### config.mk
export PLATFORM = sky130hd
export DESIGN_NAME = ext_bus_idle_cycle_insert
export DESIGN_NICKNAME = d
export VERILOG_FILES = /design/src/rtl/idle_insert_pkg.sv /design/src/rtl/ext_bus_idle_cycle_insert.sv /design/src/rtl/idle_gap_calc.sv
export SDC_FILE = /design/constraint.sdc
export NUM_CORES = 1
export LEC_CHECK = 0
export ABC_AREA = 1
export ABC_CLOCK_PERIOD_IN_PS = 2500
export BUFFER_PORTS_ARGS = -buffer_cell sky130_fd_sc_hd__clkbuf_2
export CAP_MARGIN = 20
export CORE_MARGIN = 2
export CORE_UTILIZATION = 36
export DETAILED_ROUTE_END_ITERATION = 12
export PLACE_DENSITY = 0.72
export SYNTH_ARGS = -nofsm -noshare
export SYNTH_HDL_FRONTEND = slang
export SYNTH_SLANG_ARGS = --single-unit
### constraint.sdc
create_clock -name aclk -period 2.5 [get_ports aclk]
set_input_delay 0.5 -clock aclk [delete_from_list [all_inputs] [get_ports aclk]]
set_output_delay 0.5 -clock aclk [all_outputs]
set_load 0.02 [all_outputs]
### src/rtl/idle_insert_pkg.sv
// constants and types shared by the idle-cycle insertion logic
package idle_insert_pkg;

  localparam int BYTE_W = 8;
  localparam int LANE_BITS = 2;
  localparam int CTRL_W = 16;
  localparam int CTRL_LANES = 2;
  localparam int GAP_W = 2;
  localparam int GRP_W = 2;

  localparam logic [7:0] CTRL_ADDR = 8'h00;
  localparam logic [7:0] STATUS_ADDR = 8'h04;

  localparam logic [CTRL_W-1:0] CTRL_RESET = 16'h0F80;
  localparam logic [CTRL_W-1:0] CTRL_WR_MASK = 16'h0F80;

  localparam logic [1:0] RESP_OKAY = 2'h0;
  localparam logic [1:0] RESP_DECERR = 2'h3;

  localparam logic [GAP_W-1:0] GAP_MAX = 2'h3;
  localparam logic [GAP_W-1:0] CW_GAP = 2'h1;

  // space pairs share the low bits of the space number
  localparam logic [GRP_W-1:0] GRP_04 = 2'h0;
  localparam logic [GRP_W-1:0] GRP_15 = 2'h1;
  localparam logic [GRP_W-1:0] GRP_37 = 2'h3;

  localparam logic [2:0] SP_ONE = 3'h1;
  localparam logic [2:0] SP_TWO = 3'h2;
  localparam logic [2:0] SP_THREE = 3'h3;
  localparam logic [2:0] SP_SEVEN = 3'h7;

  typedef enum logic [2:0] {
    ST_IDLE = 3'h1,
    ST_ACC1 = 3'h2,
    ST_ACC2 = 3'h4
  } state_e;

  typedef struct packed {
    logic [3:0] rsvd_hi;
    logic idle_count_sp15_hi;
    logic idle_count_sp15_lo;
    logic idle_count_sp04_hi;
    logic idle_count_sp04_lo;
    logic continuous_idle_sp37;
    logic [6:0] rsvd_lo;
  } ctrl_s;

  typedef struct packed {
    logic [2:0] space;
    logic write;
  } access_req_s;

  typedef struct packed {
    logic space_seven_select_n;
    logic space_six_select_n;
    logic space_five_select_n;
    logic space_four_select_n;
    logic space_three_select_n;
    logic space_two_select_n;
    logic space_one_select_n;
    logic space_zero_select_n;
  } space_select_s;

  typedef struct packed {
    space_select_s select_n;
    logic read_n;
    logic write_n;
  } ext_bus_s;

  localparam ext_bus_s EXT_QUIET = '1;

endpackage

### src/rtl/ext_bus_idle_cycle_insert.sv
// external bus cycle sequencer with idle-cycle insertion and register slave
// Summary of operation
// - after space 1/5 read, idle before write there or access elsewhere
// - space 1/5 idle field codes 00..11 give zero to three idle cycles
// - after space 0/4 read, idle before write there or access elsewhere
// - space 0/4 idle field codes 00..11 give zero to three idle cycles
// - continuous bit set: repeated space 3 access gets one idle, select off
// - same single idle for 3 then 7, 7 then 7, and 7 then 3
// - continuous bit 0 inserts nothing, 1 inserts exactly one idle cycle
// - idle fields and continuous bit reset to ones and are read/write
// - where both idle sources apply, the larger count is used, never the sum
//
// Local design decisions: the AXI4-Lite slave port and the register offsets.
`timescale 1ns/10ps
`default_nettype none

module ext_bus_idle_cycle_insert
  import idle_insert_pkg::*;
#(
  parameter int AW = 8
) (
  input wire logic aclk,
  input wire logic aresetn,
  input wire logic [AW-1:0] awaddr,
  input wire logic [2:0] awprot,
  input wire logic awvalid,
  output logic awready,
  input wire logic [31:0] wdata,
  input wire logic [3:0] wstrb,
  input wire logic wvalid,
  output logic wready,
  output logic [1:0] bresp,
  output logic bvalid,
  input wire logic bready,
  input wire logic [AW-1:0] araddr,
  input wire logic [2:0] arprot,
  input wire logic arvalid,
  output logic arready,
  output logic [31:0] rdata,
  output logic [1:0] rresp,
  output logic rvalid,
  input wire logic rready,
  input wire logic access_valid,
  input wire access_req_s access,
  output logic access_ready,
  output ext_bus_s ext_bus
);

  ////////////////////////////////////////////////////////////////////////////

  typedef struct packed {
    state_e st;
    ctrl_s ctrl;
    logic prev_valid;
    access_req_s prev;
    logic [GAP_W-1:0] elapsed;
    logic acc_ready;
    ext_bus_s ext;
    logic aw_held;
    logic [AW-1:0] aw_addr;
    logic w_held;
    logic [CTRL_W-1:0] wbuf;
    logic [CTRL_LANES-1:0] wlanes;
    logic awready;
    logic wready;
    logic bvalid;
    logic [1:0] bresp;
    logic arready;
    logic rvalid;
    logic [31:0] rdata;
    logic [1:0] rresp;
  } regs_s;

  regs_s r;
  regs_s next_r;
  logic take;
  logic [GAP_W-1:0] gap_need;
  logic [CTRL_W-1:0] cv;

  idle_gap_calc gap_calc (
    .prev_valid(r.prev_valid),
    .prev(r.prev),
    .next_acc(access),
    .ctrl(r.ctrl),
    .gap(gap_need)
  );

  function automatic logic [AW-LANE_BITS-1:0] word_of(input logic [AW-1:0] a);
    word_of = a[AW-1:LANE_BITS];
  endfunction

  function automatic logic is_addr(input logic [AW-1:0] a, input logic [7:0] c);
    is_addr = word_of(a) == word_of(AW'(c));
  endfunction

  ////////////////////////////////////////////////////////////////////////////

  always_comb begin
    next_r = r;
    cv = r.ctrl;
    take = access_valid && r.acc_ready;

    // access sequencer: two strobe cycles per access
    unique case (r.st)
      ST_IDLE: begin
        if (take) begin
          next_r.st = ST_ACC1;
        end
      end
      ST_ACC1: begin
        next_r.st = ST_ACC2;
      end
      ST_ACC2: begin
        next_r.st = take ? ST_ACC1 : ST_IDLE;
      end
      default: begin
        next_r.st = ST_IDLE;
      end
    endcase

    if (take) begin
      next_r.prev_valid = 1'b1;
      next_r.prev = access;
    end

    // idle cycles already on the bus since the last strobe
    if (next_r.st != ST_IDLE) begin
      next_r.elapsed = '0;
    end else if (r.elapsed != GAP_MAX) begin
      next_r.elapsed = r.elapsed + 1'b1;
    end

    // a request is offered only once the required gap has elapsed
    next_r.acc_ready = access_valid && !take && next_r.st != ST_ACC1
      && gap_need <= next_r.elapsed;

    next_r.ext = EXT_QUIET;
    if (next_r.st != ST_IDLE) begin
      next_r.ext.select_n = space_select_s'(~(8'h01 << next_r.prev.space));
      next_r.ext.read_n = next_r.prev.write;
      next_r.ext.write_n = !next_r.prev.write;
    end

    // register write path
    if (awvalid && r.awready) begin
      next_r.aw_held = 1'b1;
      next_r.aw_addr = awaddr;
    end
    if (wvalid && r.wready) begin
      next_r.w_held = 1'b1;
      next_r.wbuf = wdata[CTRL_W-1:0];
      next_r.wlanes = wstrb[CTRL_LANES-1:0];
    end
    if (r.bvalid && bready) begin
      next_r.bvalid = 1'b0;
    end
    if (next_r.aw_held && next_r.w_held && !next_r.bvalid) begin
      next_r.aw_held = 1'b0;
      next_r.w_held = 1'b0;
      next_r.bvalid = 1'b1;
      next_r.bresp = RESP_OKAY;
      if (is_addr(next_r.aw_addr, CTRL_ADDR)) begin
        for (int i = 0; i < CTRL_LANES; i++) begin
          if (next_r.wlanes[i]) begin
            cv[i*BYTE_W +: BYTE_W] = next_r.wbuf[i*BYTE_W +: BYTE_W];
          end
        end
        next_r.ctrl = ctrl_s'(cv & CTRL_WR_MASK);
      end else if (!is_addr(next_r.aw_addr, STATUS_ADDR)) begin
        next_r.bresp = RESP_DECERR;
      end
    end
    next_r.awready = !next_r.aw_held && !next_r.bvalid;
    next_r.wready = !next_r.w_held && !next_r.bvalid;

    // register read path
    if (r.rvalid && rready) begin
      next_r.rvalid = 1'b0;
    end
    if (arvalid && r.arready) begin
      next_r.rvalid = 1'b1;
      next_r.rresp = RESP_OKAY;
      next_r.rdata = '0;
      if (is_addr(araddr, CTRL_ADDR)) begin
        next_r.rdata = 32'(r.ctrl);
      end else if (is_addr(araddr, STATUS_ADDR)) begin
        next_r.rdata = 32'({r.st, r.elapsed, r.prev_valid, r.prev});
      end else begin
        next_r.rresp = RESP_DECERR;
      end
    end
    next_r.arready = !next_r.rvalid;
  end

  always_ff @(posedge aclk) begin
    if (!aresetn) begin
      r <= '0;
      r.st <= ST_IDLE;
      r.ctrl <= ctrl_s'(CTRL_RESET);
      r.elapsed <= GAP_MAX;
      r.ext <= EXT_QUIET;
    end else begin
      r <= next_r;
    end
  end

  assign awready = r.awready;
  assign wready = r.wready;
  assign bvalid = r.bvalid;
  assign bresp = r.bresp;
  assign arready = r.arready;
  assign rvalid = r.rvalid;
  assign rdata = r.rdata;
  assign rresp = r.rresp;
  assign access_ready = r.acc_ready;
  assign ext_bus = r.ext;

  logic quiet;
  assign quiet = ext_bus == EXT_QUIET;
endmodule

`default_nettype wire

### src/rtl/idle_gap_calc.sv
// idle cycle count needed between the previous and the next access
`timescale 1ns/10ps
`default_nettype none

module idle_gap_calc
  import idle_insert_pkg::*;
(
  input wire logic prev_valid,
  input wire access_req_s prev,
  input wire access_req_s next_acc,
  input wire ctrl_s ctrl,
  output logic [GAP_W-1:0] gap
);

  logic [GAP_W-1:0] iw;
  logic [GAP_W-1:0] cw;
  logic [GRP_W-1:0] pg;
  logic [GRP_W-1:0] ng;

  always_comb begin
    pg = prev.space[GRP_W-1:0];
    ng = next_acc.space[GRP_W-1:0];
    iw = '0;
    cw = '0;
    if (prev_valid && !prev.write && pg == GRP_15) begin
      if ((next_acc.write && ng == GRP_15) || ng != GRP_15) begin
        iw = {ctrl.idle_count_sp15_hi, ctrl.idle_count_sp15_lo};
      end
    end
    if (prev_valid && !prev.write && pg == GRP_04) begin
      if ((next_acc.write && ng == GRP_04) || ng != GRP_04) begin
        iw = {ctrl.idle_count_sp04_hi, ctrl.idle_count_sp04_lo};
      end
    end
    if (prev_valid && pg == GRP_37 && ng == GRP_37 && ctrl.continuous_idle_sp37) begin
      cw = CW_GAP;
    end
    gap = (iw > cw) ? iw : cw;
  end

endmodule

`default_nettype wire

## Word-level counts from Yosys, hierarchy flattened

Index checks and enable logic that the tools add are counted.

- RAM bits: 0
- Input bits: 70
- Latch bits: 0
- Output and inout bits: 52
- Logic and storage cells: 119
- Register bits after elaboration: 95
- Memories: 0
- Bits in read-only memories: 0

- Order comparisons: 2
- Divide/modulo/power cells: 0
- Shift-type cells: 1
- Equal/unequal tests: 13
- Muxes and demuxes: 26
- Add/sub/neg operators: 1
- Reductions and logical operators: 39
- $mul: 0
- Bitwise operators: 1

Operators by type and width:

| operator | number |
|---|---|
| 35-bit two-way mux | 1 |
| 32-bit two-way mux | 1 |
| 2-bit two-way mux | 12 |
| 1-bit logical AND | 21 |
| 19-bit two-way mux | 1 |
| 6-bit by 1-bit == test with 1-bit output, second input constant | 2 |
| 6-bit logical NOT | 2 |
| 10-bit two-way mux | 1 |
| 9-bit two-way mux | 1 |
| 3-bit case mux with 3 select lines | 1 |
| 1-bit logical NOT | 8 |
| 8-bit inverter | 1 |
| 1-bit by 3-bit left shift with 8-bit output, first input constant | 1 |
| 3-bit two-way mux | 2 |
| 3-bit AND reduction | 2 |
| 1-bit two-way mux | 5 |
| 2-bit by 1-bit == test with 1-bit output, second input constant | 2 |
| 2-bit == test, second input constant | 2 |
| 2-bit logical NOT | 2 |
| 4-bit two-way mux | 1 |
| 3-bit by 1-bit == test with 1-bit output, second input constant | 1 |
| 3-bit by 2-bit == test with 1-bit output, second input constant | 1 |
| 3-bit == test, second input constant | 1 |
| 3-bit by 1-bit != test with 1-bit output, second input constant | 1 |
| other kinds (9) | 10 |

## Logic depth before layout (Yosys ltp)

Gate-level depths: netlist (run 1).

- Depth after elaboration: 11
- Mapped depth: 16
- Mapped depth without buffers: 16

## By module

A second synthesis (run 1) with hierarchy kept.

- Cell total of the unflattened synthesis: 374
- Area total of the unflattened synthesis: 2792.7 µm²

By module, submodules not included:

| module | cells an instance | area each (µm²) | sequential area each (µm²) | instances |
|---|---|---|---|---|
| ext_bus_idle_cycle_insert | 346 | 2643.8 | 1201.2 | 1 |
| idle_gap_calc | 28 | 148.9 | 0.0 | 1 |

## Least setup slack after synthesis (run 1)

OpenSTA, ideal clock, no wires.

- Path type: input -> register
- Start point: input access[2] (netlist name)
- End point: register r, in the netlist access_ready
- Arrival: 2.015 ns
- Path slack: 0.393 ns
- Data required time: 2.408 ns
- Buffers on the path: 0
- Cell stages on the path: 15
- Library setup time: 0.092 ns
- Cells stage by stage: inv_1 -> nand3_1 -> nand3_1 -> nand2_1 -> inv_1 -> ha_1 -> or2_2 -> nand3_1 -> nand2_1 -> o21ai_0 -> ha_1 -> inv_1 -> a21oi_1 -> a21oi_1 -> nor4_1

- Longest elaborated chain between the ends: 11
- Elaborated cells on any way between the ends: 20
- Classes of those cells: order compare: 2; eq/ne: 3; mux: 6; reduce/logical: 9

Ends and longest elaborated chain:

| element | line | text |
|---|---|---|
| start: declaration | ext_bus_idle_cycle_insert.sv:44 | `input wire access_req_s access,` |
| 2-bit by 1-bit == test with 1-bit output | idle_gap_calc.sv:26 | `if ((next_acc.write && ng == GRP_15) \|\| ng != GRP_15) begin` |
| 1-bit logical AND | idle_gap_calc.sv:26 |  |
| 1-bit logical OR | idle_gap_calc.sv:26 |  |
| 2-bit two-way mux | idle_gap_calc.sv:26 |  |
| 2-bit two-way mux | idle_gap_calc.sv:25 | `if (prev_valid && !prev.write && pg == GRP_15) begin` |
| 2-bit two-way mux | idle_gap_calc.sv:31 | `if ((next_acc.write && ng == GRP_04) \|\| ng != GRP_04) begin` |
| 2-bit two-way mux | idle_gap_calc.sv:30 | `if (prev_valid && !prev.write && pg == GRP_04) begin` |
| 2-bit by 1-bit greater-than comparator with 1-bit output | idle_gap_calc.sv:38 | `gap = (iw > cw) ? iw : cw;` |
| 2-bit two-way mux (*) | idle_gap_calc.sv:38 |  |
| 2-bit <= comparator (*) | ext_bus_idle_cycle_insert.sv:135 | `&& gap_need <= next_r.elapsed;` |
| 1-bit logical AND (*) | ext_bus_idle_cycle_insert.sv:135 |  |
| end signal: assignment | ext_bus_idle_cycle_insert.sv:203 | `r <= next_r;` |
| end: declaration | ext_bus_idle_cycle_insert.sv:74 | `regs_s r;` |

Mark *: on every way between the ends. The rest lies on a longest branch, timed or not.
A chain may end at the register's enable or synchronous reset.

## Worst setup path in the final report (run 1)

- Start point: register r[82] (netlist name)
- End point: register r, in the netlist access_ready

- Longest elaborated chain between the ends: 10
- Elaborated cells on any way between the ends: 11
- Classes of those cells: order compare: 2; mux: 4; reduce/logical: 5

Ends and longest elaborated chain:

| element | line |
|---|---|
| 1-bit logical NOT (*) | idle_gap_calc.sv:25, idle_gap_calc.sv:30 |
| 1-bit logical AND (*) | idle_gap_calc.sv:25, idle_gap_calc.sv:30 |
| 1-bit logical AND | idle_gap_calc.sv:25 |
| 2-bit two-way mux | idle_gap_calc.sv:25 |
| 2-bit two-way mux | idle_gap_calc.sv:31 |
| 2-bit two-way mux (*) | idle_gap_calc.sv:30 |
| 2-bit by 1-bit greater-than comparator with 1-bit output | idle_gap_calc.sv:38 |
| 2-bit two-way mux (*) | idle_gap_calc.sv:38 |
| 2-bit <= comparator (*) | ext_bus_idle_cycle_insert.sv:135 |
| 1-bit logical AND (*) | ext_bus_idle_cycle_insert.sv:135 |

Marks and branches as above.

==> qor.txt, run 1 <==
DETAILED ROUTING
------------------------------------------------------------------------------------------
Detailed-routed wire length on met3                                                 311 µm
Sum of routed wire segments on met1                                                2420 µm
DR WL met2                                                                         2600 µm
First drt pass iteration count                                                           5
Vias per cell                                                                         4.43
DR vias                                                                               2275
Top layer used by detailed routing                                                    met4
Count of unresolved DRC violations after routing                                         0
Detailed-route wire length per cell                                                10.6 µm
DRC violation total after the first TritonRoute iteration                               87
Total wirelength of the detailed-routed design                                     5450 µm
Antenna violation net count after detailed routing                                       0

YOSYS
------------------------------------------------------------------------------------------
Primary flip-flop cell chosen by synthesis mapping                                 dfxtp_1
Parity-gate share of the synthesized area counting xor and xnor cells                    0
Synthesized area                                                                  2790 µm²
Area share of and/or/nand/nor cells after synthesis                                  0.283
Seq/Total Area, Yosys                                                                0.431
Number of enable flip-flop cells after synthesis                                         0
Synth Area in Compound Gates                                                        0.0790
Number of instances in the synthesized netlist                                         365
Per-instance average area after synthesis                                         7.63 µm²
Distinct cell type count of the synthesized netlist                                     32
Async S/R FF share, synth                                                                0
Number of flip-flops and latches in the synthesized netlist                             60
Count of warnings emitted by yosys                                                       0
Main combinational cell family by area after synthesis                        simple AND/OR/NAND/NOR gates
Fraction of synthesized area in multiplexers                                       0.00359
Share of synthesized cell area in full adder, half adder and majority cells         0.0135

HOLD PATH
------------------------------------------------------------------------------------------
Classification of the worst-slack hold path                                      in -> reg

STA
------------------------------------------------------------------------------------------
Max-Slew Margin vs Limit                                                             0.591
Post-Route Hold Slack                                                               392 ps
Setup clock skew after layout                                                      9.98 ps
Number of max-slew violations in the final report                                        0
Period utilization                                                                   0.907
Shortest period the worst path allows                                              2270 ps
Max Fclk                                                                           441 MHz
Number of failing hold endpoints at the final stage                                      0
Number of failing setup endpoints in the final timing report                             0
Measured slew at the worst slew-check pin                                           613 ps
PnR worst setup slack                                                               233 ps

DIE
------------------------------------------------------------------------------------------
Die outline area                                                                  8460 µm²
Initial cell density of the core                                                     0.366
Area of the placeable core                                                        7610 µm²
Horiz. Die Dim                                                                     92.0 µm
Total number of placement rows                                                          32
Number of top-level pins                                                               122
Vertical extent of the die                                                         92.0 µm

CTS
------------------------------------------------------------------------------------------
H-tree depth reported by CTS                                                             3
Clock-pin slew on the worst setup and hold paths                                     60 ps
Number of clock sinks                                                                   60
Largest buffer count on any clock path                                                   2
CTS Root Cell                                                                     clkbuf_8
Post-CTS Hold Fix Bufs                                                                   0
Inserted Clock Buffers                                                                   9
TritonCTS clock tree                                                                  done
Clock latency at the later pin of the worst-skew pair                               330 ps

GLOBAL ROUTE
------------------------------------------------------------------------------------------
Wire length of the first global-routing pass                                       9180 µm
Overflow left after global routing                                                       0
Maximum number of pins on one net before global-route repair                            38
All-layer global routing usage                                                       0.138
Vias in the first global route                                                        2131
Antenna violations before repair                                                         0

FINISH
------------------------------------------------------------------------------------------
Most common cell after layout, fill and taps aside                                 nand2_1
Fraction of final layout cells with drive strength greater than 1                    0.255
Commonest cells after routing, fill and taps aside                            nand2_1, clkbuf_2, dfxtp_1
Antenna diode count                                                                      0
Total number of nets in the final design                                               480
Final core utilization                                                               0.418
Growth of design area from synthesis to finish                                       14.1%
Filler cell count                                                                      798
Final Non-Filler Cells                                                                 514

PLACE
------------------------------------------------------------------------------------------
Dpl cells                                                                              497
Hpwl dp                                                                            4090 µm
Worst slack at placement                                                            123 ps
Global placer's final weighted congestion                                            0.854
Buffers on Ports                                                                        62

FLOW RUN
------------------------------------------------------------------------------------------
Max-cap violations                                                                       0

POWER AND IR DROP
------------------------------------------------------------------------------------------
Maximum vdd drop                                                                0.000228 V
Pwr dens                                                                        704 nW/µm²
Final Total Pwr                                                                  0.00224 W
Leak pwr                                                                           1.58 nW

SETUP PATH
------------------------------------------------------------------------------------------
Data arrival time of the critical path                                             2500 ps
Sort of element at the start of the critical path                                 register
Critical path capture point type                                                  register
Largest fanout on the critical path                                                      3
Critical path data required time                                                   2740 ps
Kind of critical path                                                           reg -> reg

STATUS
------------------------------------------------------------------------------------------
Run status                                                                    complete, no violations

-- cell type report --
class | count | area [µm²] | share of cell area
Clock buffer | 15 | 166 | 0.0523
Clock inverter | 1 | 30.0 | 0.00944
Inverter | 41 | 154 | 0.0484
Multi-Input combinational cell | 231 | 1170 | 0.368
Sequential cell | 60 | 1210 | 0.379
Tap cell | 102 | 128 | 0.0401
Timing Repair Buffer | 64 | 325 | 0.102
-- cell usage after synthesis, drive strengths merged (3+ instances only) --
cell / instances / share of area
buf: 51 / 0.13
nor3: 4 / 0.0072
nand4: 11 / 0.025
a21oi: 26 / 0.048
nand2: 85 / 0.12
dfxtp: 60 / 0.43
o211ai: 3 / 0.0081
inv: 41 / 0.055
ha: 3 / 0.013
nor2: 34 / 0.058
nand3: 28 / 0.059
o21ai: 10 / 0.018
-- registers in the layout, summed over array words and instances (netlist names) --
signal,cells
bvalid,1
rdata,12
r,30
awready,1
ext_bus,10
rvalid,1
arready,1
rresp,1
wready,1
access_ready,1
bresp,1
-- kinds of logic after synthesis --
logic type | count (synthesis)
AO/OA/AOI/OAI | 41
adder cells (fa/ha/maj) | 3
buffers and inverters | 93
multiplexers | 1
other | 1
AND/OR/NAND/NOR | 166
flip-flops | 60
-- worst max-delay path: stages (launching register included) --
cell and delay [ps]:
dfxtp_2 330, inv_1 60, nand2_2 70, nor3_4 170, nand3_1 90, nand2_1 60
inv_1 60, ha_1 290, or2_4 250, nand3_2 90, nand2_2 60, o21ai_2 50
ha_2 170, inv_1 40, a21oi_2 100, a21oi_1 50, nor4_1 250
-- report_power, final --
group          total, W  internal (W)  switching [W]
registers       0.00103       0.00100      0.0000284
clock network  0.000865      0.000517       0.000348
logic          0.000342      0.000106       0.000236
total           0.00224       0.00163       0.000612
-- layer usage --
metal | global-route usage | vias to the layer above
li1 | - | 1191
met1 | 0.160 | 1014
met4 | 0.0858 | 0
met5 | 0 | -
met2 | 0.221 | 61
met3 | 0.0419 | 9
-- what timing repair did --
item	in CTS	in global routing
setup endpoints to repair	0	1
setup buffers	0	1
gates resized for setup	0	15
-- path summary, 6_finish.rpt --
| check | startpoint | depth (start not counted) | slack (ps) | end |
|---|---|---|---|---|
| max | r[82]$_SDFF_PN0_ | 16 | 230 | access_ready$_SDFF_PN0_ |
| min | access_valid | 3 | 390 | access_ready$_SDFF_PN0_ |
| max reg2reg | r[82]$_SDFF_PN0_ | 16 | 230 | access_ready$_SDFF_PN0_ |
| min reg2reg | rdata[6]$_SDFFE_PN0P_ | 2 | 470 | rdata[6]$_SDFFE_PN0P_ |
-- per-stage QoR --
| stage | area [µm²] | setup TNS (ps) |
|---|---|---|
| finish | 3180 | 0 |
| CTS | 3130 | 0 |
| detailed placement | 2930 | 0 |
| global placement | 2930 | 0 |
| global route | 3180 | -10.2 |
| floorplan | 2860 | 0 |
No activity file was read; power rests on OpenSTA's default activity.
==> inputs of run 2 (changes only) <==
ABC_AREA = default   (was 1)
==> run 2 against run 1 <==
  * Non-clock buffer count up 4
  * Combinational power down 32%
  * Critical path depth down 6
  * Area after synthesis down 3.5%
  * Sequential share of layout area up 1.4 points
  * Synthesized cell count down 19%
  * First-iteration DRC count up 3.4%
  * Maximum frequency up 9.5%
  * Utilization up 0.33 points
  * Sequential power about the same
  * Largest cell class unchanged
  * Highest routed layer unchanged
==> qor.txt, run 2 <==
STATUS
--------------------------------------------------------------------------------
Run status                                                          complete, no violations

PLACE
--------------------------------------------------------------------------------
Instance area after placement                                           2860 µm²   -2.6%
Hpwl dp                                                                  3870 µm   -5.3%
Dpl cells                                                                    425   -14%
Buffers on Ports                                                              62   unchanged
Global placer's final weighted congestion                                  0.764   -11%

YOSYS
--------------------------------------------------------------------------------
Post-synth top cells                                                dfxtp_1, buf_4, nor2_1
Post-synth top area share                                                  0.447   +0.0159
Count of warnings emitted by yosys                                             0   unchanged
Distinct cell type count of the synthesized netlist                           42   +31%
Leading post-synthesis cells by cell area                           dfxtp_1, buf_4, mux2i_1
Most frequent cell after synthesis                                       dfxtp_1
Number of instances in the synthesized netlist                               294   -19%
Primary flip-flop cell chosen by synthesis mapping                       dfxtp_1
Number of flip-flops and latches in the synthesized netlist                   60   unchanged
Synthesized area                                                        2690 µm²   -3.5%
Async S/R FF share, synth                                                      0   unchanged
Cell type with the largest total area after synthesis                    dfxtp_1
Per-instance average area after synthesis                               9.14 µm²   +20%
Number of enable flip-flop cells after synthesis                               0   unchanged
Seq/Total Area, Yosys                                                      0.447   +0.0159

GLOBAL ROUTE
--------------------------------------------------------------------------------
Antenna violations before repair                                               0   unchanged
All-layer global routing usage                                             0.135   -0.00286
Wire length of the first global-routing pass                             8810 µm   -4.1%
Maximum number of pins on one net before global-route repair                  28   -26%
Vias in the first global route                                              1933   -9.3%
Overflow left after global routing                                             0   unchanged

DIE
--------------------------------------------------------------------------------
Vertical extent of the die                                               90.4 µm   -1.7%
Initial cell density of the core                                           0.371   +0.00425
Number of top-level pins                                                     122   unchanged
Area of the placeable core                                              7250 µm²   -4.7%
Die outline area                                                        8170 µm²   -3.4%
Horiz. Die Dim                                                           90.4 µm   -1.7%
Total number of placement rows                                                31   -3.1%

SETUP PATH
--------------------------------------------------------------------------------
Kind of critical path                                                 reg -> reg
Critical path data required time                                         2730 ps   about the same
Critical path capture point type                                        register
Maximum single-stage delay on the critical path                           460 ps   +130 ps
Crit-path cells                                                     nand2_1, o22ai_1, nand3_1, ha_1, nor2_1, nor2_1, o32a_1, ha_1, a21oi_1, nor3_1
Slowest cell on the critical path                                        dfxtp_1
Largest fanout on the critical path                                            7   +4
Data arrival time of the critical path                                   2300 ps   -200 ps
Sort of element at the start of the critical path                       register

STA
--------------------------------------------------------------------------------
Number of failing setup endpoints in the final timing report                   0   unchanged
Number of max-slew violations in the final report                              0   unchanged
Max Fclk                                                                 483 MHz   +9.5%
Setup clock skew after layout                                            8.63 ps   -1.35 ps
Unrepaired setup endpoints after global routing                               no
Number of failing hold endpoints at the final stage                            0   unchanged
Shortest period the worst path allows                                    2070 ps   -197 ps
Setup total negative slack                                                  0 ps   unchanged
Period utilization                                                         0.828   -0.0788

FINISH
--------------------------------------------------------------------------------
Growth of design area from synthesis to finish                             13.7%
Register containing the most flip-flops in the final layout                    r
Flip-flop count of the largest register after layout                          30   unchanged
Most common cell after layout, fill and taps aside                      clkbuf_2
Commonest cells after routing, fill and taps aside                  clkbuf_2, dfxtp_1, nor2_1
Total number of nets in the final design                                     410   -15%
Fraction of final layout cells with drive strength greater than 1          0.266   +0.0112
Antenna diode count                                                            0   unchanged
Non-Filler Cell Area, Final                                             3060 µm²   -3.9%
Final Non-Filler Cells                                                       441   -14%

CTS
--------------------------------------------------------------------------------
CTS Root Cell                                                           clkbuf_8
Clock latency at the later pin of the worst-skew pair                     340 ps   about the same
Number of clock sinks                                                         60   unchanged
TritonCTS clock tree                                                        done
Count of buffers added by post-CTS timing repair for setup                     0   unchanged
H-tree depth reported by CTS                                                   3   unchanged
Inserted Clock Buffers                                                         9   unchanged
Post-CTS Hold Fix Bufs                                                         0   unchanged
Clock-pin slew on the worst setup and hold paths                           70 ps   about the same
Largest buffer count on any clock path                                         2   unchanged
Post-cts gate resize count                                                     0   unchanged

HOLD PATH
--------------------------------------------------------------------------------
Classification of the worst-slack hold path                            in -> reg

DETAILED ROUTING
--------------------------------------------------------------------------------
DR vias                                                                     2034   -11%
Vias per cell                                                               4.61   +4.2%
DRC violation total after the first TritonRoute iteration                     90   +3.4%
Count of unresolved DRC violations after routing                               0   unchanged
Total wirelength of the detailed-routed design                           5100 µm   -6.3%
First drt pass iteration count                                                 4   -1
Antenna violation net count after detailed routing                             0   unchanged
Detailed-route wire length per cell                                      11.6 µm   +9.2%

POWER AND IR DROP
--------------------------------------------------------------------------------
Leak pwr                                                                 1.34 nW   -15%
Pwr dens                                                              686 nW/µm²   -2.6%
Maximum vdd drop                                                      0.000209 V   -8.4%

FLOW RUN
--------------------------------------------------------------------------------
Max-cap violations                                                             0   unchanged

==> run 2: changes by cell type after synthesis, moves of 6 or more <==
cell | before | now
nor2_1 | 30 | 37
inv_1 | 39 | 2
and2_1 | 0 | 7
mux2i_1 | 1 | 19
a21oi_1 | 25 | 18
nand2_1 | 78 | 26
nand4_1 | 11 | 1
nand3_1 | 26 | 8
a22oi_1 | 0 | 7
clkbuf_1 | 1 | 7
==> run 2: final timing paths <==
kind | from | cells past startpoint | endpoint | slack [ps]
worst min-delay path | awaddr[4] | 3 | r[64]$_SDFF_PN0_ | 400
worst min register to register | r[62]$_SDFF_PN0_ | 2 | r[62]$_SDFF_PN0_ | 450
worst max-delay path | r[83]$_SDFF_PN0_ | 10 | access_ready$_SDFF_PN0_ | 430
worst max register to register | r[83]$_SDFF_PN0_ | 10 | access_ready$_SDFF_PN0_ | 430
==> run 2: routing by layer <==
metal / up-vias / GRT usage / part of all wire
li1: 1037 / - / -
met1: 923 / 0.168 / 0.47
met2: 61 / 0.201 / 0.44
met3: 13 / 0.0534 / 0.071
met4: 0 / 0.0705 / 0.028
met5: - / 0 / 0
==> run 2: report_power, final <==
group          total (W)  switching, W  internal, W
clock network   0.000861      0.000397     0.000464
registers        0.00101     0.0000187     0.000986
logic           0.000231      0.000149    0.0000827
==> run 2: layout make-up <==
| type | instances | area [µm²] |
|---|---|---|
| multi-input combinational | 195 | 1160 |
| fill | 737 | 4200 |
| sequential | 60 | 1200 |
| clock inverter | 7 | 76.3 |
| timing repair buffer | 68 | 355 |
| inverter | 3 | 11.3 |
| tap | 99 | 124 |
| clock buffer | 9 | 124 |
==> run 2: per-stage QoR <==
stage	worst slack, ps	hold slack [ps]	power (W)	util
floorplan	428	431	0.00121	-
global placement	205	441	0.00125	0.394
detailed placement	162	444	0.00126	0.394
CTS	438	385	0.00212	0.421
global route	234	405	0.00220	0.421
finish	430	398	0.00210	0.421
==> run 2: kinds of logic (layout without fill, tap and decap cells) <==
| logic type | after synthesis | in the layout | share of synthesized area |
|---|---|---|---|
| DFF | 60 | 60 | 0.447 |
| AOI/OAI and AO/OA | 38 | 38 | 0.103 |
| xor gates and xnor gates | 1 | 1 | 0.00326 |
| and+or+nand+nor | 113 | 113 | 0.210 |
| muxes | 20 | 20 | 0.0750 |
| adders and majority gates | 3 | 3 | 0.0140 |
| other | 1 | 20 | 0.00140 |
| buffers and inverters | 58 | 87 | 0.146 |
==> run 2: critical path, delay by kind of cell, from the launching register on <==
kind            cells  cell delay [ps]
simple gates        5              450
fa+ha+maj           2              580
compound gates      3              470
flops               1              460
==> inputs of run 3 (changes only) <==
ABC_CLOCK_PERIOD_IN_PS = 2009   (was 2500)
clock period = 2.01 ns   (was 2.5 ns; I/O delays follow)
==> run 3 against run 2 <==
  * Combinational power rose by 37%
  * Routed wire length rose by 5.2%
  * Critical path type unchanged
  * Sequential share of layout area fell by 1.5 points
  * Power rose by 22%
  * Maximum frequency rose by 6.6%
  * Critical endpoint unchanged
==> qor.txt, run 3 (synthesized netlist as in run 2, its figures left out) <==
STA
--------------------------------------------------------------------------------
Period utilization                                                         0.966   +0.138
Setup total negative slack                                                  0 ps   unchanged
Setup clock skew after layout                                            8.06 ps   -0.575 ps
Shortest period the worst path allows                                    1940 ps   -129 ps
Post-Route Hold Slack                                                     306 ps   -92.0 ps
Number of failing hold endpoints at the final stage                            0   unchanged
Number of failing setup endpoints in the final timing report                   0   unchanged
Number of max-slew violations in the final report                              0   unchanged
Max Fclk                                                                 515 MHz   +6.6%

PLACE
--------------------------------------------------------------------------------
Instance area after placement                                           2950 µm²   +3.2%
Hpwl dp                                                                  4110 µm   +6.1%
Buffers on Ports                                                              62   unchanged
Dpl cells                                                                    437   +2.8%
Global placer's final weighted congestion                                  0.790   +3.5%

CTS
--------------------------------------------------------------------------------
Post-CTS Hold Fix Bufs                                                         0   unchanged
Number of clock sinks                                                         60   unchanged
Largest buffer count on any clock path                                         2   unchanged
Clock-pin slew on the worst setup and hold paths                           60 ps   about the same
H-tree depth reported by CTS                                                   3   unchanged
TritonCTS clock tree                                                        done
CTS Root Cell                                                           clkbuf_8
Clock latency at the later pin of the worst-skew pair                     330 ps   about the same
Inserted Clock Buffers                                                         9   unchanged

FLOW RUN
--------------------------------------------------------------------------------
Max-cap violations                                                             0   unchanged

GLOBAL ROUTE
--------------------------------------------------------------------------------
Antenna violations before repair                                               0   unchanged
Wire length of the first global-routing pass                             8710 µm   -1.1%
Maximum number of pins on one net before global-route repair                  28   unchanged
Overflow left after global routing                                             0   unchanged
Vias in the first global route                                              1985   +2.7%
All-layer global routing usage                                             0.133   -0.00236

DETAILED ROUTING
--------------------------------------------------------------------------------
DR vias                                                                     2106   +3.5%
Vias per cell                                                               4.63   +0.35%
Detailed-route wire length per cell                                      11.8 µm   +2.0%
Antenna violation net count after detailed routing                             0   unchanged
DRC violation total after the first TritonRoute iteration                     94   +4.4%
Count of unresolved DRC violations after routing                               0   unchanged
Total wirelength of the detailed-routed design                           5370 µm   +5.2%
First drt pass iteration count                                                 4   unchanged

FINISH
--------------------------------------------------------------------------------
Commonest cells after routing, fill and taps aside                  clkbuf_2, dfxtp_1, nor2_1
Area of combinational cells with multiple inputs                        1210 µm²   +3.5%
Register containing the most flip-flops in the final layout                    r
Antenna diode count                                                            0   unchanged
Area taken by flip-flops and latches                                    1210 µm²   +0.42%
Final Non-Filler Cells                                                       455   +3.2%
Flip-flop count of the largest register after layout                          30   unchanged
Growth of design area from synthesis to finish                             18.7%
Total number of nets in the final design                                     424   +3.4%
Filler cell count                                                            706   -4.2%
Most common cell after layout, fill and taps aside                      clkbuf_2
Fraction of final layout cells with drive strength greater than 1          0.323   +0.0570
Non-Filler Cell Area, Final                                             3190 µm²   +4.4%

SETUP PATH
--------------------------------------------------------------------------------
Maximum single-stage delay on the critical path                           370 ps   -90 ps
Critical path capture point type                                        register
Slowest cell on the critical path                                        dfxtp_4
Kind of critical path                                                 reg -> reg
Crit-path cells                                                     nand2_2, o22ai_2, nand3_1, ha_1, nor2_2, o32a_1, ha_4, inv_2, a21oi_2, a21oi_2, nor3_2
Worst reg2reg path depth                                                      11   +1
Data arrival time of the critical path                                   2160 ps   -140 ps
Largest fanout on the critical path                                            4   -3
Crit-path most repeated cell                                             a21oi_2
Register-to-Register Setup Slack                                           70 ps   -360 ps
Sort of element at the start of the critical path                       register
Critical path data required time                                         2220 ps   -510 ps

DIE
--------------------------------------------------------------------------------
Horiz. Die Dim                                                           90.4 µm   unchanged
Initial cell density of the core                                           0.371   unchanged
Total number of placement rows                                                31   unchanged
Number of top-level pins                                                     122   unchanged
Die outline area                                                        8170 µm²   unchanged
Vertical extent of the die                                               90.4 µm   unchanged
Area of the placeable core                                              7250 µm²   unchanged

POWER AND IR DROP
--------------------------------------------------------------------------------
Leak pwr                                                                 1.42 nW   +5.7%
Pwr dens                                                              804 nW/µm²   +17%
Maximum vdd drop                                                      0.000270 V   +29%

HOLD PATH
--------------------------------------------------------------------------------
Classification of the worst-slack hold path                            in -> reg
Hold path cells                                                                3   unchanged

STATUS
--------------------------------------------------------------------------------
Run status                                                          complete, no violations

run 3: final timing paths:
kind                               start                 endpoint
setup / recovery        r[83]$_SDFF_PN0_  access_ready$_SDFF_PN0_
hold / removal                 awaddr[2]         r[62]$_SDFF_PN0_
setup reg to reg        r[83]$_SDFF_PN0_  access_ready$_SDFF_PN0_
hold reg to reg   rdata[10]$_SDFFE_PN0P_   rdata[10]$_SDFFE_PN0P_
run 3: stage by stage:
stage	power, W	util	setup WS, ps
2_1_floorplan	0.00151	-	36.4
3_3_place_gp	0.00157	0.406	-178
3_5_place_dp	0.00158	0.406	-228
4_1_cts	0.00258	0.432	26.3
5_1_grt	0.00268	0.440	-43.0
6_report	0.00257	0.440	69.0
run 3: area by class of cell:
class                   instances  share of cell area
inverters                       3             0.00353
flip-flops and latches         60               0.378
clock inverters                 6              0.0173
clock buffers                  10              0.0400
multi-input cells             195               0.378
well taps                      99              0.0388
repair buffers                 82               0.144
run 3: worst max-delay path, delay by kind of cell, from the launching register on:
| kind | cells | cell delay, ps |
|---|---|---|
| flops | 1 | 370 |
| buf+inv | 1 | 40 |
| fa+ha+maj | 2 | 490 |
| compound gates | 4 | 660 |
| simple gates | 4 | 260 |
run 3: routing by layer:
layer  track usage  wire length [µm]  vias up
li1              -                 -     1064
met1         0.156              2420      979
met2         0.214              2500       56
met3        0.0526               354        7
met4        0.0577                88        0
met5             0                 0        -
run 3: repair_timing:
item / in CTS / in global routing
pin swaps: 0 / 8
endpoints found under the setup margin: 1 / 1
resized for setup: 1 / 12
buffers inserted: 0 / 2
run 3: where the power goes:
| group | total, W | switching, W | internal, W |
|---|---|---|---|
| clock | 0.00100 | 0.000440 | 0.000561 |
| sequential | 0.00125 | 0.0000230 | 0.00123 |
| combinational | 0.000316 | 0.000195 | 0.000121 |
